`config.mk`:
```
export PLATFORM = sky130hd
export DESIGN_NAME = qustat_dev_flat
export DESIGN_NICKNAME = d
export VERILOG_FILES = /design/src/shared/qustat_pkg.sv /design/src/shared/qustat_if.sv /design/src/core/qustat_dev.sv /design/src/flat_wrapper.sv
export SDC_FILE = /design/constraint.sdc
export NUM_CORES = 1
export LEC_CHECK = 0
export ABC_CLOCK_PERIOD_IN_PS = 2900
export BUFFER_PORTS_ARGS = -buffer_cell sky130_fd_sc_hd__buf_2
export CORE_MARGIN = 4
export CORE_UTILIZATION = 59
export DETAILED_ROUTE_END_ITERATION = 10
export PLACE_DENSITY = 0.84
export SLEW_MARGIN = 20
export SYNTH_ARGS = -nofsm -noshare
export SYNTH_HDL_FRONTEND = slang
export SYNTH_SLANG_ARGS = --single-unit
```
`constraint.sdc`:
```
create_clock -name clk -period 2.9 [get_ports clk]
set_input_delay 0.29 -clock clk [delete_from_list [all_inputs] [get_ports clk]]
set_output_delay 0.29 -clock clk [all_outputs]
set_load 0.1 [all_outputs]
```
`src/shared/qustat_pkg.sv`:
```
// qustat_pkg: shared constants and types for the quad uart host status pins
// assumes both ends and the interface are compiled after this package
package qustat_pkg;
  localparam int          NUM_CHAN      = 4;
  localparam int          ADDR_W        = 5;
  localparam int          DATA_W        = 8;
  localparam int          CHAN_SEL_LSB  = 3;
  localparam int          CHAN_SEL_W    = 2;
  localparam int          MODEM_INT_EN_BIT    = 3;
  localparam int          MODEM_MUSIC_SEL_BIT = 5;
  localparam int          MODEM_IR_SEL_BIT    = 6;
  localparam int          REG_INT_ENABLE = 1;
  localparam int          REG_ISR       = 2;
  localparam int          REG_MODEM_CTRL = 4;
  localparam int          REG_LSR       = 5;
  localparam int          LSR_RX_AVAIL_BIT = 0;
  localparam int          REGS_PER_CHAN = 8;
  localparam logic [7:0]  REG_RESET_VAL = 8'h00;
  localparam logic [7:0]  ISR_NONE_VAL  = 8'h01;
  localparam logic [7:0]  FIFO_DEPTH    = 8'h80;
  localparam logic [3:0]  FRAME_BITS    = 4'hB;
  localparam logic [7:0]  BIT_DIV       = 8'h10;

  typedef enum logic {QUSTAT_MODE_STD, QUSTAT_MODE_ALT} qustat_mode_t;
  typedef enum {QUSTAT_H_IDLE, QUSTAT_H_SETUP, QUSTAT_H_STROBE, QUSTAT_H_DONE} qustat_hstate_t;
endpackage

```
`src/shared/qustat_if.sv`:
```
// qustat_if: host bus and status pins between the uart status end and the host end
// assumes the testbench resolves the data bus from the two enables
`timescale 1ns/1ns
interface qustat_if;
  import qustat_pkg::*;
  logic                 cs_n;
  logic [ADDR_W-1:0]    addr;
  logic                 rw_strobe;
  logic [DATA_W-1:0]    d_host;
  logic                 d_host_oe;
  logic [DATA_W-1:0]    d_dev;
  logic                 d_dev_oe;
  logic                 shared_irq_n;
  logic                 combined_rx_ready_n;
  logic                 combined_tx_ready_n;
  logic [NUM_CHAN-1:0]  per_chan_rx_ready_n;
  logic [NUM_CHAN-1:0]  per_chan_tx_ready_n;

  modport dev  (input cs_n, addr, rw_strobe, d_host, d_host_oe,
                output d_dev, d_dev_oe, shared_irq_n, combined_rx_ready_n,
                combined_tx_ready_n, per_chan_rx_ready_n, per_chan_tx_ready_n);
  modport host (output cs_n, addr, rw_strobe, d_host, d_host_oe,
                input d_dev, d_dev_oe, shared_irq_n, combined_rx_ready_n,
                combined_tx_ready_n, per_chan_rx_ready_n, per_chan_tx_ready_n);
endinterface

```
`src/core/qustat_dev.sv`:
```
// qustat_dev: status, interrupt, strobe and infrared pin logic of a four-channel uart
// assumes channel fifo state and irq conditions are supplied by the datapath
// Function
// - alt mode merges all channel irqs onto one
// - alt mode: shared request low when enabled source pending
// - host finds source by reading channel status
// - standard mode: shared pin is channel a irq
// - per-channel infrared output sends framed serial data
// - infrared output low in reset, idle, disabled
// - modem control bit 6 picks infrared interface
// - music clock drives serial ports as midi
// - standard mode: high reset clears registers, outputs
// - reset disables transmitter, ignores receiver input
// - alt mode reset is active low
// - alt mode strobe fall writes selected register
// - alt mode strobe rise drives selected register
// - combined rx ready low if any data
// - combined rx ready high when none remain
// - per-channel rx ready follows unread data, trigger
// - combined tx ready high only all full
// - host reads channel status via address decode
// - standard mode irq needs modem control bit 3
// - per-channel tx ready low while space free
`timescale 1ns/1ns
module qustat_dev
  import qustat_pkg::*;
(
  input  wire logic                  clk,
  input  wire logic                  rst_n,
  qustat_if.dev                      bus,
  input  wire qustat_pkg::qustat_mode_t mode,
  input  wire logic                  reset_pin,
  input  wire logic                  music_clock_in,
  input  wire logic [NUM_CHAN-1:0]   chan_int_cond,
  input  wire logic [NUM_CHAN*8-1:0] rx_count,
  input  wire logic [NUM_CHAN*8-1:0] rx_trigger,
  input  wire logic [NUM_CHAN*8-1:0] tx_count,
  input  wire logic [NUM_CHAN-1:0]   fifo_en,
  input  wire logic [NUM_CHAN-1:0]   tx_enable,
  input  wire logic [NUM_CHAN-1:0]   tx_load,
  input  wire logic [NUM_CHAN*8-1:0] tx_data,
  input  wire logic [NUM_CHAN-1:0]   serial_rx_port,
  output logic [NUM_CHAN-1:0]        serial_tx_port,
  output logic [NUM_CHAN-1:0]        infrared_tx_out,
  output logic [NUM_CHAN-1:0]        chan_int_out,
  output logic [NUM_CHAN-1:0]        rx_sampled,
  output logic                       dev_in_reset
);
  import qustat_pkg::*;

  // ----------------------------------------------------------------
  // reset qualification
  // ----------------------------------------------------------------
  logic pin_reset;
  logic in_rst;
  assign pin_reset = (mode == QUSTAT_MODE_STD) ? reset_pin
                                               : !reset_pin;
  assign in_rst    = !rst_n || pin_reset;

  // ----------------------------------------------------------------
  // register file, eight per channel
  // ----------------------------------------------------------------
  logic [7:0] regs_r [NUM_CHAN*REGS_PER_CHAN];
  logic       strobe_d_r;
  logic [7:0] rd_data_r;
  logic       rd_oe_r;
  logic       fall;
  logic       rise;
  logic [4:0] idx;
  assign fall = strobe_d_r && !bus.rw_strobe;
  assign rise = !strobe_d_r && bus.rw_strobe;
  assign idx  = bus.addr;

  always_ff @(posedge clk) begin
    if (in_rst) strobe_d_r <= 1'b1;
    else strobe_d_r <= bus.rw_strobe;
  end

  always_ff @(posedge clk) begin
    if (in_rst) begin
      for (int i = 0; i < NUM_CHAN*REGS_PER_CHAN; i++) regs_r[i] <= REG_RESET_VAL;
    end else if (mode == QUSTAT_MODE_ALT && fall && !bus.cs_n && bus.d_host_oe) begin
      regs_r[idx] <= bus.d_host;
    end
  end

  // status registers are computed live so the host can poll them
  logic [CHAN_SEL_W-1:0] sel_ch;
  logic [2:0]            sel_reg;
  logic [7:0]            rd_val;
  logic [NUM_CHAN-1:0]   rx_avail;
  logic [NUM_CHAN-1:0]   src_pend;
  assign sel_ch  = idx[CHAN_SEL_LSB +: CHAN_SEL_W];
  assign sel_reg = idx[2:0];
  always_comb begin
    rd_val = regs_r[idx];
    if (sel_reg == 3'(REG_ISR))
      rd_val = src_pend[sel_ch] ? 8'h00 : ISR_NONE_VAL;
    else if (sel_reg == 3'(REG_LSR)) begin
      rd_val = 8'h00;
      rd_val[LSR_RX_AVAIL_BIT] = rx_avail[sel_ch];
    end
  end

  always_ff @(posedge clk) begin
    if (in_rst) begin
      rd_data_r <= 8'h00;
      rd_oe_r   <= 1'b0;
    end else if (mode == QUSTAT_MODE_ALT && rise && !bus.cs_n) begin
      rd_data_r <= rd_val;
      rd_oe_r   <= 1'b1;
    end else if (bus.cs_n || fall) begin
      rd_oe_r   <= 1'b0;
    end
  end
  assign bus.d_dev    = rd_data_r;
  assign bus.d_dev_oe = rd_oe_r;

  // ----------------------------------------------------------------
  // per-channel status and interrupt logic
  // ----------------------------------------------------------------
  logic [NUM_CHAN-1:0] rx_rdy_n_r;
  logic [NUM_CHAN-1:0] tx_rdy_n_r;
  logic [NUM_CHAN-1:0] int_out_r;
  logic [NUM_CHAN-1:0] tx_full;
  logic [NUM_CHAN-1:0] ir_sel;
  logic                irq_n_r;
  logic                crx_n_r;
  logic                ctx_n_r;

  genvar g;
  generate
    for (g = 0; g < NUM_CHAN; g++) begin : g_ch
      logic [7:0] rx_cnt;
      logic [7:0] tx_cnt;
      logic [7:0] cap;
      logic [7:0] trg;
      assign rx_cnt = rx_count[g*8 +: 8];
      assign tx_cnt = tx_count[g*8 +: 8];
      assign cap = fifo_en[g] ? FIFO_DEPTH : 8'h01;
      assign trg = fifo_en[g] ? rx_trigger[g*8 +: 8] : 8'h01;
      assign rx_avail[g] = (rx_cnt != 8'h00);
      assign tx_full[g]  = (tx_cnt >= cap);
      assign src_pend[g] = chan_int_cond[g]
                        && (regs_r[g*REGS_PER_CHAN+REG_INT_ENABLE] != 8'h00);
      assign ir_sel[g]   = regs_r[g*REGS_PER_CHAN+REG_MODEM_CTRL][MODEM_IR_SEL_BIT];

      always_ff @(posedge clk) begin
        if (in_rst) begin
          rx_rdy_n_r[g] <= 1'b1;
          tx_rdy_n_r[g] <= 1'b1;
          int_out_r[g]  <= 1'b0;
        end else begin
          rx_rdy_n_r[g] <= !(rx_avail[g] && rx_cnt >= trg);
          tx_rdy_n_r[g] <= tx_full[g];
          int_out_r[g]  <= src_pend[g]
                        && regs_r[g*REGS_PER_CHAN+REG_MODEM_CTRL][MODEM_INT_EN_BIT];
        end
      end

      // frame shifter: start, eight data, parity, stop
      logic [10:0] sh_r;
      logic [3:0]  bits_r;
      logic [7:0]  div_r;
      logic        tick;
      logic        bit_clk_d_r;
      logic        bit_clk_s_r;
      logic        music_sel;
      assign music_sel = regs_r[g*REGS_PER_CHAN+REG_MODEM_CTRL][MODEM_MUSIC_SEL_BIT];
      // music clock edges pace bits when selected, otherwise the divider
      assign tick = music_sel ? (bit_clk_s_r && !bit_clk_d_r) : (div_r == 8'h00);
      always_ff @(posedge clk) begin
        if (in_rst) begin
          bit_clk_s_r <= 1'b0;
          bit_clk_d_r <= 1'b0;
          div_r       <= BIT_DIV - 8'h01;
        end else begin
          bit_clk_s_r <= music_clock_in;
          bit_clk_d_r <= bit_clk_s_r;
          // held at full count while idle, so the start bit is never cut short
          div_r       <= (div_r == 8'h00 || bits_r == 4'h0) ? BIT_DIV - 8'h01
                                                           : div_r - 8'h01;
        end
      end
      always_ff @(posedge clk) begin
        if (in_rst || !tx_enable[g]) begin
          bits_r <= 4'h0;
          sh_r   <= 11'h7FF;
        end else if (bits_r == 4'h0 && tx_load[g]) begin
          sh_r   <= {1'b1, ^tx_data[g*8 +: 8], tx_data[g*8 +: 8], 1'b0};
          bits_r <= FRAME_BITS;
        end else if (bits_r != 4'h0 && tick) begin
          sh_r   <= {1'b1, sh_r[10:1]};
          bits_r <= bits_r - 4'h1;
        end
      end
      always_ff @(posedge clk) begin
        if (in_rst) begin
          serial_tx_port[g]  <= 1'b1;
          infrared_tx_out[g] <= 1'b0;
          rx_sampled[g]      <= 1'b1;
        end else begin
          serial_tx_port[g]  <= (ir_sel[g] || bits_r == 4'h0) ? 1'b1 : sh_r[0];
          // infrared pulses mark a zero bit; idle or disabled stays low
          infrared_tx_out[g] <= ir_sel[g] && bits_r != 4'h0 && !sh_r[0];
          rx_sampled[g]      <= serial_rx_port[g];
        end
      end
    end
  endgenerate

  // ----------------------------------------------------------------
  // combined pins
  // ----------------------------------------------------------------
  always_ff @(posedge clk) begin
    if (in_rst) begin
      irq_n_r      <= 1'b1;
      crx_n_r      <= 1'b1;
      ctx_n_r      <= 1'b1;
      dev_in_reset <= 1'b1;
    end else begin
      if (mode == QUSTAT_MODE_ALT) irq_n_r <= !(|src_pend);
      else irq_n_r <= !int_out_r[0];
      crx_n_r      <= !(|rx_avail);
      ctx_n_r      <= &tx_full;
      dev_in_reset <= 1'b0;
    end
  end
  assign bus.shared_irq_n        = irq_n_r;
  assign bus.combined_rx_ready_n = crx_n_r;
  assign bus.combined_tx_ready_n = ctx_n_r;
  assign bus.per_chan_rx_ready_n = rx_rdy_n_r;
  assign bus.per_chan_tx_ready_n = tx_rdy_n_r;
  assign chan_int_out            = int_out_r;
endmodule

```
`src/flat_wrapper.sv`:
```
// flat-port wrapper written by rule: the top's interface ports become plain ports
module qustat_dev_flat import qustat_pkg::*;
  (clk, rst_n, mode, reset_pin, music_clock_in, chan_int_cond, rx_count, rx_trigger, tx_count, fifo_en, tx_enable, tx_load, tx_data, serial_rx_port, serial_tx_port, infrared_tx_out, chan_int_out, rx_sampled, dev_in_reset, bus_cs_n, bus_addr, bus_rw_strobe, bus_d_host, bus_d_host_oe, bus_d_dev, bus_d_dev_oe, bus_shared_irq_n, bus_combined_rx_ready_n, bus_combined_tx_ready_n, bus_per_chan_rx_ready_n, bus_per_chan_tx_ready_n);
  qustat_if bus_i ();
  input  wire logic clk;
  input  wire logic rst_n;
  input  wire qustat_pkg::qustat_mode_t mode;
  input  wire logic reset_pin;
  input  wire logic music_clock_in;
  input  wire logic [NUM_CHAN-1:0] chan_int_cond;
  input  wire logic [NUM_CHAN*8-1:0] rx_count;
  input  wire logic [NUM_CHAN*8-1:0] rx_trigger;
  input  wire logic [NUM_CHAN*8-1:0] tx_count;
  input  wire logic [NUM_CHAN-1:0] fifo_en;
  input  wire logic [NUM_CHAN-1:0] tx_enable;
  input  wire logic [NUM_CHAN-1:0] tx_load;
  input  wire logic [NUM_CHAN*8-1:0] tx_data;
  input  wire logic [NUM_CHAN-1:0] serial_rx_port;
  output logic [NUM_CHAN-1:0] serial_tx_port;
  output logic [NUM_CHAN-1:0] infrared_tx_out;
  output logic [NUM_CHAN-1:0] chan_int_out;
  output logic [NUM_CHAN-1:0] rx_sampled;
  output logic dev_in_reset;
  input wire logic [$bits(bus_i.cs_n)-1:0] bus_cs_n;
  input wire logic [$bits(bus_i.addr)-1:0] bus_addr;
  input wire logic [$bits(bus_i.rw_strobe)-1:0] bus_rw_strobe;
  input wire logic [$bits(bus_i.d_host)-1:0] bus_d_host;
  input wire logic [$bits(bus_i.d_host_oe)-1:0] bus_d_host_oe;
  output wire logic [$bits(bus_i.d_dev)-1:0] bus_d_dev;
  output wire logic [$bits(bus_i.d_dev_oe)-1:0] bus_d_dev_oe;
  output wire logic [$bits(bus_i.shared_irq_n)-1:0] bus_shared_irq_n;
  output wire logic [$bits(bus_i.combined_rx_ready_n)-1:0] bus_combined_rx_ready_n;
  output wire logic [$bits(bus_i.combined_tx_ready_n)-1:0] bus_combined_tx_ready_n;
  output wire logic [$bits(bus_i.per_chan_rx_ready_n)-1:0] bus_per_chan_rx_ready_n;
  output wire logic [$bits(bus_i.per_chan_tx_ready_n)-1:0] bus_per_chan_tx_ready_n;
  assign bus_i.cs_n = bus_cs_n;
  assign bus_i.addr = bus_addr;
  assign bus_i.rw_strobe = bus_rw_strobe;
  assign bus_i.d_host = bus_d_host;
  assign bus_i.d_host_oe = bus_d_host_oe;
  assign bus_d_dev = bus_i.d_dev;
  assign bus_d_dev_oe = bus_i.d_dev_oe;
  assign bus_shared_irq_n = bus_i.shared_irq_n;
  assign bus_combined_rx_ready_n = bus_i.combined_rx_ready_n;
  assign bus_combined_tx_ready_n = bus_i.combined_tx_ready_n;
  assign bus_per_chan_rx_ready_n = bus_i.per_chan_rx_ready_n;
  assign bus_per_chan_tx_ready_n = bus_i.per_chan_tx_ready_n;
  qustat_dev u_core (.clk(clk), .rst_n(rst_n), .bus(bus_i), .mode(mode), .reset_pin(reset_pin), .music_clock_in(music_clock_in), .chan_int_cond(chan_int_cond), .rx_count(rx_count), .rx_trigger(rx_trigger), .tx_count(tx_count), .fifo_en(fifo_en), .tx_enable(tx_enable), .tx_load(tx_load), .tx_data(tx_data), .serial_rx_port(serial_rx_port), .serial_tx_port(serial_tx_port), .infrared_tx_out(infrared_tx_out), .chan_int_out(chan_int_out), .rx_sampled(rx_sampled), .dev_in_reset(dev_in_reset));
endmodule
```
==> flow_summary.ini <==
[power_and_ir_drop]
power_mw = 12.6
p_per_area_nw_per_um2 = 585
power_leakage_nw = 8.62
ir_drop_mv = 0.427

[global_routing]
grtUsageTotal_pct = 26.0
grt_overflow = 0
antenna_found_initial = 2
grt_max_degree = 59
grt_pass1_wl_mm = 69.7
grt_pass1_vias = 13100

[timing]
maxSlewViolCount = 0
relSlewSlack_pct = 36.5
rsz0062_at_grt = no
hold_viol = 0
fmaxAchievable_mhz = 386
finalClockSkew_ps = 18.7
tightest_slew_ps = 943
setup_viol_count_final = 0
fin_tns_setup_ps = 0
final.period_utilization_pct = 89.3
finalCriticalPeriod_ps = 2590

[final_layout]
drive_gt1_share_pct = 22.8
area_growth_pct = 16.0
fin_nets = 2009
antennaDiodeCount = 0
nFillCells = 2084

[critical_path]
crit_arrival_ps = 2820
crit_path_start_kind = input port
cp_cell_sequence = dlygate4sd3_1, buf_2, nand2b_1, nor3b_1, buf_4, nand3_1, or3b_1, buf_12, o21ai_0, buf_4
cp_max_fo = 8
reg2reg_depth = 8
cp-startpoint = bus_rw_strobe
required_ps = 3130
worst_setup_path_end_kind = register
slowest_delay_ps = 580
path_delay_family = buffers and inverters
r2r-end = u_core.regs_r[18][7]$_SDFFCE_PN0P_
worstSetupEndpoint = u_core.regs_r[18][7]$_SDFFCE_PN0P_
worstSetupPathType = in -> reg
r2r_setup_slack_ps = 490
cp_num_cells = 10
reg2reg_from = u_core.strobe_d_r$_SDFF_PP1_
crit_slowest_cell = or3b_1
crit_path_frequent_cell = buf_4
cp_num_buf_inv = 5

[floorplanning]
floorplan.initialDensity_pct = 60.2
rows = 64
chipHeight_um = 185
fp.coreArea_um2 = 30800
die_area_um2 = 34400
design.portCount = 206
die-width_um = 185

[clock_network]
cts_resized = 0
cts_buffers = 40
clk_latency_ps = 530
clk_pin_slew_ps = 60
cts_tree = done
htree_levels = 2
cts_root_buffer = clkbuf_16
clock_path_buffers = 3
clock-sinks = 384

[drt]
first_iter_violations = 1296
drt-vias-per-instance = 6.02
drc = 0
vias = 13300
antenna_left = 0
wl_per_cell_um = 20.8
first_pass_iters = 8
routed_wl_mm = 45.9

[synthesis]
yosys_register_bits = 384
synth_cell_types = 68
ys.flop_type = edfxtp_1
synth_warnings = 0
synthArstFlopShare_pct = 0
avgSynthCellArea_um2 = 11.9
synthCells = 1563
synth-seq-area-share_pct = 55.2
synth_edf_count = 256
syn-num-nets = 1784
synthesis.area_um2 = 18600

[placement]
io_buffers = 205
dp_hpwl_mm = 31.8
gp_congestion = 0.923

[flow_run]
maxCapViolations = 0

[worst_hold_path]
hold_class = in -> reg

[run_status]
status = finished, final reports clean
worst register-to-register path: cells and delay by family, from the launching register on:
family                 cells  cell delay [ps]
and+or+nand+nor            4             1000
DFF                        1              330
AOI/OAI and AO/OA          1              170
buffers and inverters      3              620
stage by stage:
step	utilization [%]	instance area, um^2	instances	worst slack (ps)	hold WS, ps
after global routing	69.9	21500	2213	169	31.3
after detailed placement	65.5	20200	2136	393	387
final	69.9	21500	2213	310	28.0
after CTS	69.9	21500	2213	349	16.8
after global placement	65.5	20200	2136	456	380
after floorplan	-	18600	1563	417	362
power by group:
part / switching (mW) / internal, mW / leakage [nW]
registers: 0.121 / 6.10 / 3.91
logic: 0.791 / 0.507 / 4.10
clock network: 2.08 / 3.01 / 0.616
total: 2.99 / 9.61 / 8.62
cell type report:
| type | instances | area [um^2] | share of cell area [%] |
|---|---|---|---|
| timing repair buffer | 267 | 1570 | 7.31 |
| multi-input combinational | 1057 | 7780 | 36.1 |
| tap | 396 | 495 | 2.30 |
| sequential | 384 | 10200 | 47.6 |
| clock inverter | 18 | 205 | 0.952 |
| clock buffer | 53 | 1090 | 5.06 |
| inverter | 38 | 143 | 0.662 |
logic make-up (layout without fill, tap and decap cells):
kind of cell / after synthesis / after routing / share of synthesized area (%)
compound gates: 191 / 191 / 6.13
buf+inv: 122 / 376 / 2.88
simple gates: 656 / 656 / 20.0
fa+ha+maj: 52 / 52 / 3.50
flops: 384 / 384 / 55.2
mux: 101 / 101 / 9.56
xor+xnor: 57 / 57 / 2.73
routing by layer:
layer,vias up,GRT usage [%],part of all wire (%)
li1,6089,-,-
met1,6446,34.4,38
met2,648,43.6,50
met3,129,5.07,8.4
met4,4,8.60,3.3
met5,-,0,0.044
sequential cells by signal (all words and copies together), names as in the netlist:
register                        flops
u_core.regs_r                     256
u_core.g_ch.sh_r                   40
u_core.g_ch.div_r                  32
u_core.g_ch.bits_r                 16
u_core.bus.d_dev                    8
u_core.bus.per_chan_rx_ready_n      4
u_core.bus.per_chan_tx_ready_n      4
u_core.chan_int_out                 4
u_core.infrared_tx_out              4
u_core.rx_sampled                   4
u_core.serial_tx_port               4
u_core.bus.combined_rx_ready_n      1
u_core.bus.combined_tx_ready_n      1
u_core.bus.d_dev_oe                 1
u_core.bus.shared_irq_n             1
u_core.dev_in_reset                 1
u_core.g_ch.bit_clk_s_r             1
u_core.g_ch.bit_clk_d_r             1
u_core.strobe_d_r                   1
what timing repair did:
action	CTS	global route
endpoints found under the hold margin	6	0
buffers inserted	0	0
hold buffers	6	0
layout by cell type (no fill, tap or decap), types with 25 or more instances in the layout:
cell       netlist  routed
a21oi_1         56      56
and2_1         258     258
nand2b_1        25      25
clkbuf_16        0      41
nor2_1          92      92
mux2i_1         33      33
mux4_2          59      59
dfxtp_1        128     128
buf_4            4      53
buf_2           23     203
xnor2_1         44      44
ha_1            52      52
inv_1           38      38
o21ai_0         44      44
edfxtp_1       256     256
nor4_1          35      35
nand2_1        117     117
cells in the mapped netlist (8+ instances only):
master	number	area share (%)
and2_1	258	8.7
edfxtp_1	256	41
dfxtp_1	128	14
nand2_1	117	2.4
nor2_1	92	1.9
mux4_2	59	7.2
a21oi_1	56	1.5
ha_1	52	3.5
clkbuf_1	51	1.0
o21ai_0	44	1.2
xnor2_1	44	2.1
inv_1	38	0.77
nor4_1	35	1.2
mux2i_1	33	1.8
nand2b_1	25	0.84
buf_2	23	0.62
nor3_1	22	0.59
o22ai_1	20	0.67
nand3_1	19	0.51
o21ai_1	16	0.43
nor4b_1	14	0.66
xor2_1	12	0.57
a21o_1	10	0.40
nor2_2	10	0.34
and3_1	9	0.30
o21a_1	9	0.36
nor3b_1	8	0.32
worst min path at each step:
stage,start,end,depth (start not counted)
detailed placement,u_core.g_ch[0].div_r[0]$_SDFF_PP1_,u_core.g_ch[0].div_r[0]$_SDFF_PP1_,1
global placement,u_core.g_ch[0].div_r[0]$_SDFF_PP1_,u_core.g_ch[0].div_r[0]$_SDFF_PP1_,1
floorplan,tx_enable[0],u_core.g_ch[0].sh_r[9]$_SDFFE_PP1P_,1
finish,music_clock_in,u_core.g_ch[0].bit_clk_s_r$_SDFF_PP0_,2
global route,tx_data[2],u_core.g_ch[0].sh_r[3]$_SDFFE_PP1P_,3
CTS,music_clock_in,u_core.g_ch[0].bit_clk_s_r$_SDFF_PP0_,2
(Power assumes the default switching activity.)
